--- src/ufl_pkg.sv ---
`default_nettype none
package ufl_pkg;
  // APB decode: printed offsets are register indexes, byte address is index * 4
  localparam int          ADDR_W     = 12;
  localparam logic [7:0]  DATA_IDX   = 8'ha6;
  localparam logic [7:0]  INT_IDX    = 8'ha7;
  localparam logic [7:0]  CTRL_IDX   = 8'ha8;
  localparam logic [7:0]  STAT_IDX   = 8'ha9;

  // FIFO geometry
  localparam int          FIFO_DEPTH = 16;
  localparam int          PTR_W      = 4;
  localparam int          CNT_W      = 5;
  localparam logic [4:0]  FIFO_FULL  = 5'h10;

  // Control register layout
  localparam int          BAUD_LSB   = 0;
  localparam int          BAUD_W     = 12;
  localparam int          UEN_BIT    = 12;
  localparam int          THR_LSB    = 16;
  localparam int          THR_W      = 4;
  localparam logic [11:0] BAUD_RST   = 12'h000;
  localparam logic [3:0]  THR_RST    = 4'h1;
  localparam logic [7:0]  DATA_RST   = 8'h00;

  // Status register layout
  localparam int          STAT_RXC_LSB = 8;
  localparam int          STAT_TXC_LSB = 16;

  // Interrupt register bit masks
  localparam logic [7:0]  EN_MASK    = 8'hdb;
  localparam logic [7:0]  CLR_MASK   = 8'h1b;
  localparam logic [7:0]  SRC_MASK   = 8'h5b;

  // Interrupt register: flags on read, enables on write
  typedef struct packed {
    logic global_en;
    logic tx_ready_flag;
    logic rsv5;
    logic rx_overflow_flag;
    logic rx_underflow_flag;
    logic rsv2;
    logic framing_error_flag;
    logic tx_complete_flag;
  } ufl_irq_bits_t;

  localparam ufl_irq_bits_t IRQ_RST = '0;
endpackage : ufl_pkg
`default_nettype wire

--- src/ufl_serial_core.sv ---
// Summary of operation
// - Byte into full rx FIFO sets overflow flag
// - Reading empty rx FIFO sets underflow flag
// - Writing 0 clears overflow/underflow flag and enable
// - FIFO reset clears overflow and underflow flags
// - Missing stop bit sets framing error flag
// - Framing error held until 0 written; not reset
// - Tx complete when all sent and FIFO empty
// - Clearing a flag also disables its interrupt
// - Data read returns and pops oldest rx byte
// - Data write pushes byte into tx FIFO
// - LIN mode leaves all ordinary functions working
// - Tx ready flag high while level below threshold
// - Divisor zero with unit disabled resets FIFOs
`timescale 1ns/1ps
`default_nettype none
module ufl_serial_core (
  // Clock and reset
  input  wire logic                       core_clk,
  input  wire logic                       rst_b,
  // APB slave
  input  wire logic                       psel,
  input  wire logic                       penable,
  input  wire logic                       pwrite,
  input  wire logic [ufl_pkg::ADDR_W-1:0] paddr,
  input  wire logic [31:0]                pwdata,
  output logic                            pready,
  output logic      [31:0]                prdata,
  output logic                            pslverr,
  // Receive shifter side
  input  wire logic                       rx_byte_valid,
  input  wire logic [7:0]                 rx_byte,
  input  wire logic                       rx_stop_ok,
  // Transmit shifter side
  output logic                            tx_byte_valid,
  output logic      [7:0]                 tx_byte,
  input  wire logic                       tx_byte_taken,
  input  wire logic                       tx_line_idle,
  // Interrupt and LIN side
  output logic                            irq,
  output logic                            lin_counter_clear
);

  function automatic logic reg_hit(input logic [ufl_pkg::ADDR_W-1:0] a, input logic [7:0] idx);
    reg_hit = (a == {2'b00, idx, 2'b00});
  endfunction : reg_hit

  logic [7:0]                 rx_mem [ufl_pkg::FIFO_DEPTH];
  logic [7:0]                 tx_mem [ufl_pkg::FIFO_DEPTH];
  logic [ufl_pkg::PTR_W-1:0]  rx_wp_r, rx_wp_nxt, rx_rp_r, rx_rp_nxt;
  logic [ufl_pkg::PTR_W-1:0]  tx_wp_r, tx_wp_nxt, tx_rp_r, tx_rp_nxt;
  logic [ufl_pkg::CNT_W-1:0]  rx_cnt_r, rx_cnt_nxt, tx_cnt_r, tx_cnt_nxt;
  ufl_pkg::ufl_irq_bits_t     flags_r, flags_nxt, en_r, en_nxt;
  logic [11:0]                baud_divisor_r, baud_divisor_nxt;
  logic                       serial_unit_enable_r, serial_unit_enable_nxt;
  logic [3:0]                 tx_thr_r, tx_thr_nxt;
  logic                       pready_r, pready_nxt, pslverr_r, pslverr_nxt;
  logic [31:0]                prdata_r, prdata_nxt;
  logic                       rd_pop_r, rd_pop_nxt;
  logic                       tx_valid_r, tx_valid_nxt, tx_sent_r, tx_sent_nxt;
  logic [7:0]                 tx_data_r, tx_data_nxt;
  logic                       irq_r, irq_nxt, lin_clr_r, lin_clr_nxt;

  logic setup, acc, wr_acc, rd_acc;
  logic hit_data, hit_int, hit_ctrl, hit_stat, mapped;
  logic data_wr, data_rd, rx_pop, rx_push, rx_ovf, rx_unf, tx_push, tx_ld, fifo_rst, int_wr;
  logic [7:0] fl_v, en_v;

  always_comb begin
    setup    = psel && !penable;
    acc      = psel && penable && pready_r;
    wr_acc   = acc && pwrite;
    rd_acc   = acc && !pwrite;
    hit_data = reg_hit(paddr, ufl_pkg::DATA_IDX);
    hit_int  = reg_hit(paddr, ufl_pkg::INT_IDX);
    hit_ctrl = reg_hit(paddr, ufl_pkg::CTRL_IDX);
    hit_stat = reg_hit(paddr, ufl_pkg::STAT_IDX);
    mapped   = hit_data || hit_int || hit_ctrl || hit_stat;
    int_wr   = wr_acc && hit_int;
    data_wr  = wr_acc && hit_data;
    data_rd  = rd_acc && hit_data;
    // Divisor zero with unit disabled empties both FIFOs
    fifo_rst = wr_acc && hit_ctrl && (pwdata[ufl_pkg::BAUD_LSB +: ufl_pkg::BAUD_W] == 12'h000)
               && !pwdata[ufl_pkg::UEN_BIT];
    rx_pop   = data_rd && rd_pop_r;
    rx_unf   = data_rd && !rd_pop_r;
    rx_ovf   = rx_byte_valid && (rx_cnt_r == ufl_pkg::FIFO_FULL);
    rx_push  = rx_byte_valid && !rx_ovf;
    tx_push  = data_wr && (tx_cnt_r != ufl_pkg::FIFO_FULL);
    tx_ld    = (tx_cnt_r != 5'h00) && (!tx_valid_r || tx_byte_taken);

    // APB: zero wait states, answer prepared during setup
    pready_nxt  = setup;
    pslverr_nxt = setup && !mapped;
    rd_pop_nxt  = setup && !pwrite && hit_data && (rx_cnt_r != 5'h00);
    prdata_nxt  = 32'h0000_0000;
    if (setup && !pwrite) begin
      if (hit_data && rx_cnt_r != 5'h00) begin
        prdata_nxt = {24'h000000, rx_mem[rx_rp_r]};
      end else if (hit_int) begin
        prdata_nxt = {24'h000000, flags_r};
      end else if (hit_ctrl) begin
        prdata_nxt = {12'h000, tx_thr_r, 3'h0, serial_unit_enable_r, baud_divisor_r};
      end else if (hit_stat) begin
        prdata_nxt = {11'h000, tx_cnt_r, 3'h0, rx_cnt_r, en_r};
      end
    end

    // Control register; ordinary paths ignore any LIN mode
    baud_divisor_nxt       = baud_divisor_r;
    serial_unit_enable_nxt = serial_unit_enable_r;
    tx_thr_nxt             = tx_thr_r;
    if (wr_acc && hit_ctrl) begin
      baud_divisor_nxt       = pwdata[ufl_pkg::BAUD_LSB +: ufl_pkg::BAUD_W];
      serial_unit_enable_nxt = pwdata[ufl_pkg::UEN_BIT];
      tx_thr_nxt             = pwdata[ufl_pkg::THR_LSB +: ufl_pkg::THR_W];
    end
    lin_clr_nxt = fifo_rst;

    // Receive FIFO pointers
    rx_wp_nxt  = rx_wp_r + PTR1(rx_push);
    rx_rp_nxt  = rx_rp_r + PTR1(rx_pop);
    rx_cnt_nxt = rx_cnt_r + CNT1(rx_push) - CNT1(rx_pop);
    if (fifo_rst) begin
      rx_wp_nxt  = '0;
      rx_rp_nxt  = '0;
      rx_cnt_nxt = '0;
    end

    // Transmit FIFO pointers and output stage
    tx_wp_nxt    = tx_wp_r + PTR1(tx_push);
    tx_rp_nxt    = tx_rp_r + PTR1(tx_ld);
    tx_cnt_nxt   = tx_cnt_r + CNT1(tx_push) - CNT1(tx_ld);
    tx_valid_nxt = tx_ld ? 1'b1 : (tx_valid_r && !tx_byte_taken);
    tx_data_nxt  = tx_ld ? tx_mem[tx_rp_r] : tx_data_r;
    if (fifo_rst) begin
      tx_wp_nxt  = '0;
      tx_rp_nxt  = '0;
      tx_cnt_nxt = '0;
    end

    // Interrupt flags: clear first, then events, so a set wins
    fl_v = flags_r;
    en_v = en_r;
    if (int_wr) begin
      en_v = (en_v & ~ufl_pkg::EN_MASK) | (pwdata[7:0] & ufl_pkg::EN_MASK);
      fl_v = fl_v & ~(~pwdata[7:0] & ufl_pkg::CLR_MASK);
    end
    flags_nxt = fl_v;
    en_nxt    = en_v;
    if (fifo_rst) begin
      flags_nxt.rx_overflow_flag  = 1'b0;
      flags_nxt.rx_underflow_flag = 1'b0;
    end
    if (rx_ovf) begin
      flags_nxt.rx_overflow_flag = 1'b1;
    end
    if (rx_unf) begin
      flags_nxt.rx_underflow_flag = 1'b1;
    end
    if (rx_byte_valid && !rx_stop_ok) begin
      flags_nxt.framing_error_flag = 1'b1;
    end
    tx_sent_nxt = (tx_sent_r || tx_push) && !fifo_rst;
    if (tx_sent_r && tx_cnt_r == 5'h00 && !tx_valid_r && tx_line_idle) begin
      flags_nxt.tx_complete_flag = 1'b1;
      tx_sent_nxt                = tx_push;
    end
    flags_nxt.tx_ready_flag = ({1'b0, tx_thr_r} > tx_cnt_nxt);
    flags_nxt.global_en     = 1'b0;
    flags_nxt.rsv5          = 1'b0;
    flags_nxt.rsv2          = 1'b0;
    irq_nxt = en_nxt.global_en && ((flags_nxt & en_nxt & ufl_pkg::SRC_MASK) != 8'h00);
  end

  function automatic logic [ufl_pkg::PTR_W-1:0] PTR1(input logic b);
    PTR1 = {{(ufl_pkg::PTR_W-1){1'b0}}, b};
  endfunction : PTR1

  function automatic logic [ufl_pkg::CNT_W-1:0] CNT1(input logic b);
    CNT1 = {{(ufl_pkg::CNT_W-1){1'b0}}, b};
  endfunction : CNT1

  always_ff @(posedge core_clk or negedge rst_b) begin
    if (!rst_b) begin
      rx_wp_r              <= '0;
      rx_rp_r              <= '0;
      rx_cnt_r             <= '0;
      tx_wp_r              <= '0;
      tx_rp_r              <= '0;
      tx_cnt_r             <= '0;
      flags_r              <= ufl_pkg::IRQ_RST;
      en_r                 <= ufl_pkg::IRQ_RST;
      baud_divisor_r       <= ufl_pkg::BAUD_RST;
      serial_unit_enable_r <= 1'b0;
      tx_thr_r             <= ufl_pkg::THR_RST;
      pready_r             <= 1'b0;
      pslverr_r            <= 1'b0;
      prdata_r             <= 32'h0000_0000;
      rd_pop_r             <= 1'b0;
      tx_valid_r           <= 1'b0;
      tx_data_r            <= ufl_pkg::DATA_RST;
      tx_sent_r            <= 1'b0;
      irq_r                <= 1'b0;
      lin_clr_r            <= 1'b0;
    end else begin
      rx_wp_r              <= rx_wp_nxt;
      rx_rp_r              <= rx_rp_nxt;
      rx_cnt_r             <= rx_cnt_nxt;
      tx_wp_r              <= tx_wp_nxt;
      tx_rp_r              <= tx_rp_nxt;
      tx_cnt_r             <= tx_cnt_nxt;
      flags_r              <= flags_nxt;
      en_r                 <= en_nxt;
      baud_divisor_r       <= baud_divisor_nxt;
      serial_unit_enable_r <= serial_unit_enable_nxt;
      tx_thr_r             <= tx_thr_nxt;
      pready_r             <= pready_nxt;
      pslverr_r            <= pslverr_nxt;
      prdata_r             <= prdata_nxt;
      rd_pop_r             <= rd_pop_nxt;
      tx_valid_r           <= tx_valid_nxt;
      tx_data_r            <= tx_data_nxt;
      tx_sent_r            <= tx_sent_nxt;
      irq_r                <= irq_nxt;
      lin_clr_r            <= lin_clr_nxt;
    end
  end

  // FIFO storage, no reset needed
  always_ff @(posedge core_clk) begin
    if (rx_push) begin
      rx_mem[rx_wp_r] <= rx_byte;
    end
    if (tx_push) begin
      tx_mem[tx_wp_r] <= pwdata[7:0];
    end
  end

  always_comb begin
    pready            = pready_r;
    pslverr           = pslverr_r;
    prdata            = prdata_r;
    tx_byte_valid     = tx_valid_r;
    tx_byte           = tx_data_r;
    irq               = irq_r;
    lin_counter_clear = lin_clr_r;
  end
endmodule : ufl_serial_core
`default_nettype wire

--- config.mk ---
export PLATFORM = sky130hd
export DESIGN_NAME = ufl_serial_core
export DESIGN_NICKNAME = d
export VERILOG_FILES = /design/src/ufl_pkg.sv /design/src/ufl_serial_core.sv
export SDC_FILE = /design/constraint.sdc
export NUM_CORES = 1
export LEC_CHECK = 0
export BUFFER_PORTS_ARGS = -buffer_cell sky130_fd_sc_hd__buf_2
export CORE_MARGIN = 2
export CORE_UTILIZATION = 25
export CTS_CLUSTER_DIAMETER = 100
export CTS_CLUSTER_SIZE = 16
export DETAILED_ROUTE_END_ITERATION = 10
export GPL_TIMING_DRIVEN = 1
export PLACE_DENSITY = 0.41
export SLEW_MARGIN = 25
export SYNTH_ARGS = -nofsm -noshare
export SYNTH_HDL_FRONTEND = slang
export SYNTH_SLANG_ARGS = --single-unit
--- constraint.sdc ---
create_clock -name core_clk -period 5.55 [get_ports core_clk]
set_input_delay 0.8325 -clock core_clk [delete_from_list [all_inputs] [get_ports core_clk]]
set_output_delay 0.8325 -clock core_clk [all_outputs]
set_load 0.02 [all_outputs]
**After elaboration in Yosys (flattened, before gate mapping)**

Memories as Yosys holds them, arrays and structs flattened. A register that Yosys moved wholly into a read port is not among the register bits.
Cells that the tools add are included.

- Logic and storage cells: 126
- Bits of input ports: 61
- Bits in writable memories: 256
- Memory bits (read-only): 0
- Bits in registers: 95
- Latch bits: 0
- Memories kept: 2
- Output and inout bits: 45

- Shift-type cells: 0
- $add $sub $neg: 8
- Bitwise operators: 5
- Divide/modulo/power cells: 0
- Multiplexer cells: 24
- Reductions and logical operators: 50
- Magnitude comparators: 1
- Eq/ne operators: 6
- Multiply operators: 0

Memory list:

| name | depth | width | read ports | clocked after Yosys merged registers in | write ports | line | source |
|---|---|---|---|---|---|---|---|
| rx_mem | 16 | 8 | 1 | 0 | 1 | ufl_serial_core.sv:48 | `logic [7:0] rx_mem [ufl_pkg::FIFO_DEPTH];` |
| tx_mem | 16 | 8 | 1 | 1 | 1 | ufl_serial_core.sv:49 | `logic [7:0] tx_mem [ufl_pkg::FIFO_DEPTH];` |

Operators with widths:

| kind | number |
|---|---|
| two-way mux 32 bit | 2 |
| two-way mux 21 bit | 3 |
| == test 12 x 10 -> 1 bit (second input constant) | 4 |
| logical AND 1 bit | 29 |
| adder 4 x 1 -> 4 bit | 4 |
| two-way mux 4 bit | 4 |
| two-way mux 5 bit | 3 |
| logical NOT 12 bit | 1 |
| logical NOT 1 bit | 11 |
| adder 5 x 1 -> 5 bit | 2 |
| two-way mux 1 bit | 10 |
| NOT 5 bit | 2 |
| nonzero test 5 bit | 2 |
| subtractor 5 x 1 -> 5 bit | 2 |
| two-way mux 8 bit | 1 |
| OR 6 x 8 -> 8 bit | 1 |
| nonzero test 8 bit | 1 |
| AND 7 bit | 1 |
| AND 5 bit | 1 |
| == test 5 bit (second input constant) | 1 |
| > comparator 4 x 5 -> 1 bit | 1 |
| logical NOT 5 bit | 1 |
| logical OR 1 bit | 5 |
| inequality test 5 bit (second input constant) | 1 |
| two-way mux 2 bit | 1 |

**Longest topological paths before layout**

Gate-level depths: netlist of the first run.

- Depth in word-level cells: 12
- Gate-level depth with buffers: 20
- Gate-level depth less buffers: 19

**Worst setup path before layout of the first run**

No wires, ideal clock.

- Path kind: input to register
- Start: input port paddr[8] (netlist bit)
- End: register irq_r, in the netlist irq
- Stages: 19
- Library setup time: 126 ps
- Required time: 5424 ps
- Path slack: 1234 ps
- Data arrival time: 4189 ps
- Path through: nor4b_4 -> nand2_4 -> nor3_4 -> and3b_1 -> buf_6 -> inv_4 -> ha_1 -> inv_1 -> ha_1 -> inv_1 -> fa_1 -> or2_2 -> ha_1 -> nor2b_1 -> o21ai_0 -> a21oi_1 -> o211ai_1 -> a31oi_1 -> a311o_1

- Longest elaborated chain between the ends: 10
- Elaborated cells on any way between the ends: 25

Ends and longest elaborated chain:

| element | line | source |
|---|---|---|
| start: declaration | ufl_serial_core.sv:25 | `input wire logic [ufl_pkg::ADDR_W-1:0] paddr,` |
| == test 12 x 10 -> 1 bit | ufl_serial_core.sv:45 | `reg_hit = (a == {2'b00, idx, 2'b00});` |
| logical AND 1 bit | ufl_serial_core.sv:80 | `data_wr = wr_acc && hit_data;` |
| logical AND 1 bit | ufl_serial_core.sv:89 | `tx_push = data_wr && (tx_cnt_r != ufl_pkg::FIFO_FULL);` |
| adder 5 x 1 -> 5 bit | ufl_serial_core.sv:133 | `tx_cnt_nxt = tx_cnt_r + CNT1(tx_push) - CNT1(tx_ld);` |
| subtractor 5 x 1 -> 5 bit | ufl_serial_core.sv:133 |  |
| two-way mux 5 bit | ufl_serial_core.sv:136 | `if (fifo_rst) begin` |
| > comparator 4 x 5 -> 1 bit | ufl_serial_core.sv:169 | `flags_nxt.tx_ready_flag = ({1'b0, tx_thr_r} > tx_cnt_nxt);` |
| AND 7 bit | ufl_serial_core.sv:173 | `irq_nxt = en_nxt.global_en && ((flags_nxt & en_nxt & ufl_pkg::SRC_MASK) != 8'h00);` |
| nonzero test 8 bit | ufl_serial_core.sv:173 |  |
| logical AND 1 bit * | ufl_serial_core.sv:173 |  |
| named net irq_nxt | ufl_serial_core.sv:62 | `logic irq_r, irq_nxt, lin_clr_r, lin_clr_nxt;` |
| end signal: assignment | ufl_serial_core.sv:225 | `irq_r <= irq_nxt;` |
| end: declaration | ufl_serial_core.sv:62 |  |

Mark *: on every way through the listed nets, which the timed path passes. The rest lies on a longest branch.
A chain may end at the register's enable or synchronous reset.

**Final worst setup path of the first run**

Ends and elaborated chain as after synthesis.

==> impl_metrics.csv, run 1 <==
group,metric,value,unit
run_status,status,"complete, no violations",
clock_network,cts-buffers-inserted,25,
yosys,netlist_top_cells_area,"edfxtp_1 55%, dfrtp_1 15%, mux4_2 13%",
clock_network,cts_root_buf,"clkbuf_16",
die,row_count,86,
sta,final-hold-violation-count,0,
clock_network,clockBufferDepth,3,
sta,slew_headroom,35.49,%
setup_path,critical_path.max_fanout,6,
placed_design,place_congestion,0.7007,
die,die_h,240.8,um
clock_network,ctsResizeCount,0,
layout,drive_above_1_share,29.05,%
drt,viasPerCell,4.207,
sta,finalCritPeriodShare,78.25,%
drt,ant_nets,0,
yosys,yosysSeqAreaShare,70.39,%
yosys,async_reset_ff_share,25.36,%
drt,route.met2.wl,15.51,mm
placed_design,io_buffers,76,
yosys,yosys_register_bits,343,
clock_network,clk_latency,560,ps
setup_path,r2r_setup_slack,1520,ps
setup_path,r2r_cells,17,
sta,fin_crit,4343,ps
yosys,synth_cell_type_count,54,
grt,overflow,0,
setup_path,cp_data_required_time,6000,ps
sta,clock_skew,27.57,ps
sta,worst_slew_pin_slew,962.4,ps
layout,area_delta_synth_final,14.00,%
clock_network,hold_buffers,0,
setup_path,path_delay_family,"simple AND/OR/NAND/NOR gates",
clock_network,clk_pin_slew_worst_paths,80,ps
drt,num_vias,6782,
drt,dr.pass1.iters,4,
setup_path,path_depth,19,
setup_path,arrival,4790,ps
yosys,avgSynthCellArea,18.27,sq um
layout,layout.nets,933,
grt,antenna_found_initial,1,
sta,hold_ws,276.0,ps
grt,track_usage,11.02,%
sta,maxSlewViolCount,0,
sta,rsz0062_at_grt,"false",
die,die_w,240.8,um
clock_network,h-tree-depth,1,
drt,wl_met3,1.056,mm
yosys,yosys.area.top_type_share,54.85,%
setup_path,cpMostUsedCell,"ha_1",
die,initial_core_util,25.34,%
pwr,power_density,389.8,nW/um^2
setup_path,cpPeakStageDelay,440,ps
drt,wl_per_cell,19.51,um
yosys,yosys_warnings,0,
layout,utilization,28.89,%
grt,grt_max_degree,45,
yosys,yosys.area.top_type,"edfxtp_1",
setup_path,path_cells,"buf_2 -> nor4b_4 -> nand2_4 -> nor3_4 -> and3b_1 -> inv_4 -> ha_1 -> inv_1 -> ha_1 -> inv_1 -> fa_1 -> or2_2 -> ha_1 -> nor2b_1 -> o21ai_0 -> a21oi_1 -> o211ai_1 -> a31oi_1 -> a311o_1",
yosys,synthFlopType,"edfxtp_1",
job,cap_violations,0,
die,die_area,57970,sq um
die,coreArea,55310,sq um
clock_network,tritoncts,"built",
layout,antenna_cells,0,
setup_path,cp-end-kind,"register",
drt,drt_wl_total,31.45,mm
setup_path,critPathBufInv,4,
clock_network,numClockSinks,343,
pwr,power.total,0.006228,W
sta,setup_viol_count_final,0,
grt,grt_pass1_wl,47.80,mm
yosys,netlist_area,14020,sq um
grt,grt_pass1_vias,7189,
drt,drt_iter0_markers,423,
drt,drc,0,
drt,highest_layer,"met4",
sta,setup_slack,1207,ps
yosys,synth_edf_count,256,
pwr,p_leak,5.616,nW
placed_design,pre_cts_ws,619.9,ps
setup_path,critical_path_class,"in2reg",
setup_path,startpoint_type,"input pin",
yosys,synth_cells,767,
sta,fmax,0.2303,GHz
clock_network,post_cts_buffers,0,
hold_path,hold_class,"in2async",
placed_design,dp_hpwl,21.69,mm
sta,finalSetupTns,0,ps
setup_path,critPathSlowestCell,"nor4b_4",
die,ios,106,
pwr,ir_worst_vdd,209.3,uV
drt,met1Wirelength,14.35,mm
## stage by stage
step | std cells | area, sq um
2_1_floorplan | 780 | 14060
3_3_place_gp | 1567 | 15240
3_5_place_dp | 1567 | 15240
4_1_cts | 1612 | 15980
5_1_grt | 1612 | 15980
6_report | 1612 | 15980
## power by group
group          leakage (nW)  switching, W  internal (W)
clock network         0.351      0.000893      0.000896
logic                  1.82      0.000656      0.000640
registers              3.44      0.000172       0.00297
## sequential cells by signal, summed over array words and instances (netlist names), 5 cells and up
register,flops
rx_mem,128
tx_mem,128
prdata,18
baud_divisor_r,12
tx_byte,8
en_r,6
flags_r,5
rx_cnt_r,5
tx_cnt_r,5
## routing by layer
layer / up-vias / global-route usage (%)
li1: 3119 / -
met1: 3538 / 14.94
met2: 90 / 18.64
met3: 35 / 1.853
met4: 0 / 2.263
met5: - / 0
## kinds of logic (layout without fill, tap and decap cells)
family	after synthesis	count (layout)	synth area share [%]
AO/OA/AOI/OAI	51	51	2.366
XOR/XNOR	15	15	0.9373
adder cells (fa/ha/maj)	26	26	2.428
buffers and inverters	72	156	2.598
flip-flops	343	343	70.39
multiplexers	111	111	15.34
other	1	14	0.02676
AND/OR/NAND/NOR	148	148	5.919
## final timing paths
check | startpoint | endpoint
max | paddr[8] | irq
min | rst_b | tx_byte[6]
max reg2reg | tx_cnt_r[3] | irq
min reg2reg | baud_divisor_r[7] | baud_divisor_r[7]
max in group asynchronous | rst_b | rx_rp_r[0]
min in group core_clk | penable | pready
## final cells by class
cell class	instances	area, sq um
clock buffer	42	689.4
timing repair buffer	87	465.4
sequential	343	9868
tap	748	935.9
fill	5529	39330
multi-input combinational	365	3881
clock inverter	3	45.04
inverter	24	92.59
## cells in the mapped netlist, types with 2 or more instances
cell type,number
inv_1,23
buf_2,10
a22oi_1,11
nor3_1,10
nor4_1,2
clkbuf_1,16
xnor2_1,10
a21o_1,2
nand3b_1,4
buf_6,2
nor2_1,58
nand4_2,2
a222oi_1,6
a21oi_1,15
xor2_1,5
mux4_2,80
nand2_1,15
nor4b_4,2
dfrtp_1,86
edfxtp_1,256
buf_1,5
or2_2,2
nand2b_1,7
o21ai_0,11
mux2_2,30
buf_4,14
nor2b_1,17
nand3_1,8
or3_1,3
nor3_2,3
o22ai_1,2
ha_1,24
nand4_1,4
fa_1,2
## placed cells by master, fill, tap and decap left out, types with 12 or more instances in the layout
cell type / n
clkbuf_16: 25
buf_2: 75
conb_1: 14
nor2_1: 58
ha_1: 24
a21oi_1: 15
mux2_2: 30
edfxtp_1: 256
nand2_1: 15
nor2b_1: 17
clkbuf_1: 17
buf_4: 12
mux4_2: 80
dfrtp_1: 84
inv_1: 23
## worst reg2reg max path: stages, from the launching register on
cell and delay (ps):
dfrtp_1 430, inv_1 90, ha_1 150, nor4b_1 530, a21oi_1 160, ha_1 330
inv_1 60, ha_1 150, inv_1 60, fa_1 440, or2_2 320, ha_1 300
nor2b_1 130, o21ai_0 140, a21oi_1 120, o211ai_1 140, a31oi_1 110, a311o_1 270
No activity file was read; power rests on OpenSTA's default activity.
==> run 2: changes to the inputs <==
--- a/config.mk
+++ b/config.mk
@@ -5,6 +5,7 @@
 export SDC_FILE = /design/constraint.sdc
 export NUM_CORES = 1
 export LEC_CHECK = 0
+export ABC_AREA = 1
 export BUFFER_PORTS_ARGS = -buffer_cell sky130_fd_sc_hd__buf_2
 export CORE_MARGIN = 2
 export CORE_UTILIZATION = 25
@@ -12,7 +13,7 @@
 export CTS_CLUSTER_SIZE = 16
 export DETAILED_ROUTE_END_ITERATION = 10
 export GPL_TIMING_DRIVEN = 1
-export PLACE_DENSITY = 0.41
+export PLACE_DENSITY = 0.42
 export SLEW_MARGIN = 25
 export SYNTH_ARGS = -nofsm -noshare
 export SYNTH_HDL_FRONTEND = slang
==> constraint.sdc (replaced) <==
create_clock -name core_clk -period 3.77 [get_ports core_clk]
set_input_delay 0.5655 -clock core_clk [delete_from_list [all_inputs] [get_ports core_clk]]
set_output_delay 0.5655 -clock core_clk [all_outputs]
set_load 0.02 [all_outputs]
==> impl_metrics.csv, run 2 <==
group,metric,value,unit
yosys,yosys_register_bits,343,
sta,finalCritPeriodShare,90.63,%
layout,drive_above_1_share,13.04,%
sta,slew_headroom,32.87,%
layout,multi_input_area,4144,sq um
setup_path,cp-endpoint,"irq",
sta,fmax,0.2927,GHz
clock_network,hold_buffers,0,
yosys,synth_cell_type_count,44,
die,ios,106,
yosys,yosys.area.top_type,"edfxtp_1",
setup_path,r2r_setup_slack,350,ps
clock_network,cts-buffers-inserted,25,
yosys,yosys.area.top_type_share,52.18,%
yosys,synth.most_common_cell,"edfxtp_1",
sta,rsz0062_at_grt,"false",
hold_path,hold_class,"in2async",
layout,register_area,9872,sq um
setup_path,r2r_cells,21,
grt,grt_max_degree,66,
placed_design,dp_hpwl,25.09,mm
drt,route.met2.wl,18.11,mm
clock_network,post_cts_buffers,0,
clock_network,numClockSinks,343,
clock_network,tritoncts,"built",
setup_path,cp-startpoint,"tx_cnt_r[3]",
layout,final_common_cell,"edfxtp_1",
drt,met1Wirelength,18.94,mm
setup_path,startpoint_type,"register",
yosys,async_reset_ff_share,25.36,%
yosys,yosys_warnings,0,
drt,wl_per_cell,17.98,um
drt,drc,0,
setup_path,r2r-end,"irq",
job,cap_violations,0,
grt,antenna_found_initial,2,
setup_path,critical_path_class,"reg2reg",
grt,grt_pass1_vias,9482,
sta,clock_skew,25.01,ps
placed_design,place_inst,2138,
clock_network,clk_pin_slew_worst_paths,80,ps
setup_path,reg2reg_from,"tx_cnt_r[3]",
grt,track_usage,12.91,%
yosys,yosys-top-cells-count,"256 x edfxtp_1, 223 x nand2_1, 188 x nor2_1",
drt,viasPerCell,4.379,
sta,finalSetupTns,0,ps
drt,num_vias,9564,
drt,highest_layer,"met5",
grt,overflow,0,
yosys,synthFlopType,"edfxtp_1",
drt,drt_iter0_markers,575,
die,initial_core_util,25.39,%
placed_design,io_buffers,76,
clock_network,ctsResizeCount,0,
sta,setup_viol_count_final,0,
yosys,netlist_top_cells_area,"edfxtp_1 52%, dfrtp_1 15%, nand2_1 5.7%",
die,die_h,246.7,um
die,row_count,88,
layout,final_cell_mix,"256 x edfxtp_1, 223 x nand2_1, 187 x nor2_1",
die,die_w,246.7,um
sta,maxSlewViolCount,0,
setup_path,cp_data_required_time,4240,ps
drt,dr.pass1.iters,5,
sta,worst_slew_pin_slew,1003,ps
clock_network,cts_root_buf,"clkbuf_16",
yosys,netlist_area,14730,sq um
clock_network,h-tree-depth,1,
layout,fill_cells,5993,
layout,antenna_cells,0,
run_status,status,"complete, no violations",
sta,final-hold-violation-count,0,
setup_path,cp-end-kind,"register",
yosys,synth_edf_count,256,
drt,ant_nets,0,
grt,grt_pass1_wl,59.57,mm
layout,layout.nets,1487,
yosys,yosysSeqAreaShare,66.97,%
pwr,power_density,566.7,nW/um^2
yosys,synth_cells,1314,
yosys,avgSynthCellArea,11.21,sq um
layout,area_delta_synth_final,13.70,%
placed_design,place_congestion,0.7747,
setup_path,critical_path.max_fanout,3,
pwr,p_leak,6.432,nW
setup_path,arrival,3890,ps
drt,drt_wl_total,39.27,mm
die,die_area,60880,sq um
clock_network,clk_latency,570,ps
clock_network,clockBufferDepth,3,
die,coreArea,58030,sq um
drt,wl_met3,1.447,mm
pwr,ir_worst_vdd,286.7,uV
sta,fin_crit,3417,ps
layout,utilization,28.87,%
layout,layoutNonFillerInstCount,2184,
[run 2: cell count changes after synthesis, sizes merged, moves of 43 or more]
cell	delta
mux4	-80
a21oi	+43
nor2	+138
nand3	+81
inv	+70
nand2	+215
o21ai	+88
[run 2: final cells by class]
| cell class | count | area share, % |
|---|---|---|
| Tap cell | 765 | 5.715 |
| Clock buffer | 44 | 4.161 |
| Timing Repair Buffer | 116 | 4.153 |
| Clock inverter | 2 | 0.1046 |
| Multi-Input combinational cell | 817 | 24.74 |
| Inverter | 97 | 2.189 |
| Sequential cell | 343 | 58.94 |
[run 2: how the worst min path moves through the flow]
| stage | to | startpoint | depth (start not counted) | slack [ps] |
|---|---|---|---|---|
| 6_report | tx_byte[6] | rst_b | 1 | 110 |
| 5_1_grt | tx_byte[6] | rst_b | 1 | 180 |
| 4_1_cts | tx_byte[6] | rst_b | 1 | 140 |
| 3_5_place_dp | baud_divisor_r[8] | baud_divisor_r[8] | 2 | 460 |
| 3_3_place_gp | serial_unit_enable_r | serial_unit_enable_r | 2 | 460 |
| 2_1_floorplan | baud_divisor_r[0] | rst_b | 0 | 270 |
[run 2: worst max-delay path, stage by stage, from the launching register on]
cell and delay, ps:
dfrtp_1 410, inv_1 90, ha_1 180, nand4_1 120
o21ai_0 100, clkinv_1 120, ha_1 300, inv_1 60
ha_1 150, inv_1 60, fa_1 420, xnor2_1 170
nand2_1 90, ha_1 310, a21oi_1 140, o21ai_0 100
a21oi_1 170, nor2_1 60, nand3_1 80, nand3_1 70
nor2_1 110, nor2_1 40
[run 2: cells by family (layout without fill, tap and decap cells)]
| kind of cell | count (synthesis) | in the layout | share of synthesized area, % |
|---|---|---|---|
| simple gates | 537 | 537 | 15.73 |
| flops | 343 | 343 | 66.97 |
| compound gates | 224 | 224 | 8.765 |
| buf+inv | 167 | 259 | 5.249 |
| fa+ha+maj | 26 | 26 | 2.310 |
| xor+xnor | 16 | 16 | 0.9513 |
| other cells | 1 | 14 | 0.02546 |
[run 2: power breakdown]
part	internal [W]	total, W	switching (W)	leakage [nW]
logic	0.000763	0.00222	0.00146	2.68
clock network	0.00126	0.00259	0.00133	0.340
registers	0.00438	0.00468	0.000303	3.42
total	0.00640	0.00949	0.00309	6.43
[run 2: metal layers]
layer	up-vias	GRT usage (%)
met4	4	2.782
met5	-	0
met1	4694	18.31
li1	4672	-
met2	152	20.90
met3	42	1.823
[run 2: through the flow]
step / total power, W / cell area, sq um / worst slack (ps) / hold WS, ps
after floorplan: 0.006262 / 14780 / 299.2 / 269.9
after global placement: 0.007010 / 16030 / 11.90 / 457.3
after detailed placement: 0.007035 / 16030 / 21.64 / 461.7
after CTS: 0.009633 / 16740 / 321.2 / 137.7
after global routing: 0.01009 / 16750 / 27.71 / 180.9
final: 0.009493 / 16750 / 353.3 / 108.8
==> run 3: changes to the inputs <==
--- a/config.mk
+++ b/config.mk
@@ -5,7 +5,6 @@
 export SDC_FILE = /design/constraint.sdc
 export NUM_CORES = 1
 export LEC_CHECK = 0
-export ABC_AREA = 1
 export BUFFER_PORTS_ARGS = -buffer_cell sky130_fd_sc_hd__buf_2
 export CORE_MARGIN = 2
 export CORE_UTILIZATION = 25
==> impl_metrics.csv, run 3 (synthesized netlist as in run 1, its figures left out) <==
group,metric,value,unit
pwr,ir_worst_vdd,349.4,uV
sta,clock_skew,17.72,ps
layout,area_delta_synth_final,17.38,%
die,die_w,240.8,um
setup_path,arrival,4030,ps
layout,drive_above_1_share,34.03,%
clock_network,clk_latency,560,ps
setup_path,reg2reg_from,"tx_cnt_r[2]",
placed_design,dp_hpwl,22.66,mm
setup_path,cp_data_required_time,4200,ps
drt,viasPerCell,4.182,
hold_path,hold_class,"in2async",
setup_path,r2r_cells,19,
layout,antenna_cells,0,
layout,layout.nets,982,
sta,finalSetupTns,0,ps
die,die_h,240.8,um
sta,fin_crit,3602,ps
job,cap_violations,0,
setup_path,path_depth,19,
sta,final-hold-violation-count,0,
setup_path,path_delay_family,"adder cells",
setup_path,critPathBufInv,5,
setup_path,startpoint_type,"register",
sta,slew_headroom,42.12,%
pwr,p_sw,0.002624,W
sta,setup_slack,168.4,ps
pwr,switching_share,28.02,%
clock_network,h-tree-depth,1,
die,row_count,86,
setup_path,critPathSlowestCell,"dfrtp_1",
pwr,p_int,0.006741,W
drt,route.met2.wl,16.11,mm
pwr,power_frac_comb,22.9,%
grt,overflow,0,
drt,dr.pass1.iters,5,
clock_network,clk_pin_slew_worst_paths,70,ps
pwr,power_density,569.2,nW/um^2
setup_path,path_cells,"inv_2 -> ha_2 -> nor4b_4 -> buf_4 -> a21oi_4 -> buf_4 -> ha_4 -> inv_2 -> ha_4 -> inv_2 -> fa_2 -> or2_4 -> ha_4 -> nor2b_1 -> o21ai_1 -> a21oi_2 -> o211ai_1 -> a31oi_1 -> a311o_1",
pwr,power.total,0.009365,W
setup_path,cpPeakStageDelay,410,ps
grt,grt_pass1_wl,47.44,mm
layout,utilization,29.75,%
placed_design,pre_cts_ws,-303.1,ps
run_status,status,"complete, no violations",
placed_design,io_buffers,76,
setup_path,r2r-end,"irq",
layout,final_cell_mix,"256 x edfxtp_1, 84 x dfrtp_1, 80 x mux4_2",
die,initial_core_util,25.34,%
die,die_area,57970,sq um
setup_path,r2r_setup_slack,170,ps
clock_network,cts-buffers-inserted,25,
placed_design,place_congestion,0.7503,
setup_path,cp-endpoint,"irq",
drt,wl_per_cell,19.00,um
setup_path,cp-startpoint,"tx_cnt_r[2]",
sta,fmax,0.2777,GHz
die,ios,106,
clock_network,clockBufferDepth,3,
pwr,clkPwrFrac,27.5,%
setup_path,critical_path_class,"reg2reg",
sta,worst_slew_pin_slew,865.0,ps
layout,final_common_cell,"edfxtp_1",
setup_path,critical_path.max_fanout,3,
drt,highest_layer,"met4",
pwr,seqPwrFrac,49.5,%
clock_network,tritoncts,"built",
grt,antenna_found_initial,1,
grt,grt_pass1_vias,7270,
drt,num_vias,6951,
drt,drt_wl_total,31.59,mm
sta,finalCritPeriodShare,95.53,%
drt,ant_nets,0,
setup_path,cp-end-kind,"register",
drt,met1Wirelength,14.12,mm
pwr,p_leak,5.868,nW
sta,setup_viol_count_final,0,
grt,grt_max_degree,57,
drt,drc,0,
clock_network,cts_root_buf,"clkbuf_16",
grt,track_usage,10.95,%
drt,wl_met3,924,um
sta,maxSlewViolCount,0,
die,coreArea,55310,sq um
drt,drt_iter0_markers,407,
clock_network,numClockSinks,343,
-- run 3: changes by cell type in the layout (fill, tap and decap cells not counted), moves of 17 or more --
cell | before | now
nor2_1 | 187 | 58
o211ai_1 | 38 | 1
mux2_2 | 0 | 30
buf_4 | 40 | 59
nand3_1 | 79 | 8
nor2b_1 | 0 | 17
nand2_1 | 223 | 15
o21ai_0 | 92 | 8
inv_1 | 85 | 20
a21oi_1 | 58 | 12
mux4_2 | 0 | 80
-- run 3: power groups by stage --
stage	sequential [W]	combinational [W]	clock (W)
6_report	0.00464	0.00215	0.00258
2_1_floorplan	0.00462	0.00151	0
4_1_cts	0.00464	0.00213	0.00271
5_1_grt	0.00468	0.00237	0.00284
3_5_place_dp	0.00472	0.00211	0
3_3_place_gp	0.00471	0.00210	0
-- run 3: metrics by stage --
stage | instance area [sq um] | hold slack, ps | cells
global placement | 15640 | 489.8 | 1614
global route | 16450 | 118.1 | 1662
finish | 16450 | 79.53 | 1662
detailed placement | 15640 | 496.7 | 1614
CTS | 16380 | 91.23 | 1660
floorplan | 14110 | 269.9 | 780
-- run 3: worst min path at each step --
stage | startpoint | endpoint | cells past startpoint | slack (ps)
detailed placement | baud_divisor_r[3] | baud_divisor_r[3] | 1 | 500
global route | rst_b | tx_byte[2] | 1 | 120
CTS | rst_b | prdata[6] | 1 | 90
finish | rst_b | tx_byte[2] | 1 | 80
global placement | baud_divisor_r[9] | baud_divisor_r[9] | 1 | 490
floorplan | rst_b | baud_divisor_r[0] | 0 | 270
-- run 3: repair_timing --
| action | CTS | global route |
|---|---|---|
| pin swaps | 0 | 5 |
| resized for setup | 1 | 13 |
| endpoints found under the setup margin | 1 | 1 |
| buffers inserted | 0 | 2 |
| hold buffers | 0 | 0 |
-- run 3: area by class of cell --
cell class              instances  area, sq um
inverters                      24        92.59
clock buffers                  44        716.9
well taps                     748        935.9
clock inverters                 2        15.01
fillers                      5553        38860
repair buffers                136        858.3
flip-flops and latches        343         9868
multi-input cells             365         3965
-- run 3: layer usage --
metal / vias up / GRT usage, %
met5: - / 0
met4: 0 / 1.833
met3: 32 / 1.670
met2: 82 / 19.12
met1: 3627 / 14.61
li1: 3210 / -
-- run 3: worst register-to-register path, cell delays in order (launching register included) --
cell and delay [ps]:
dfrtp_1 410, inv_2 70, ha_2 180, nor4b_4 180, buf_4 170, a21oi_4 40, buf_4 150, ha_4 260
inv_2 30, ha_4 150, inv_2 40, fa_2 410, or2_4 260, ha_4 210, nor2b_1 120, o21ai_1 150
a21oi_2 90, o211ai_1 100, a31oi_1 110, a311o_1 320
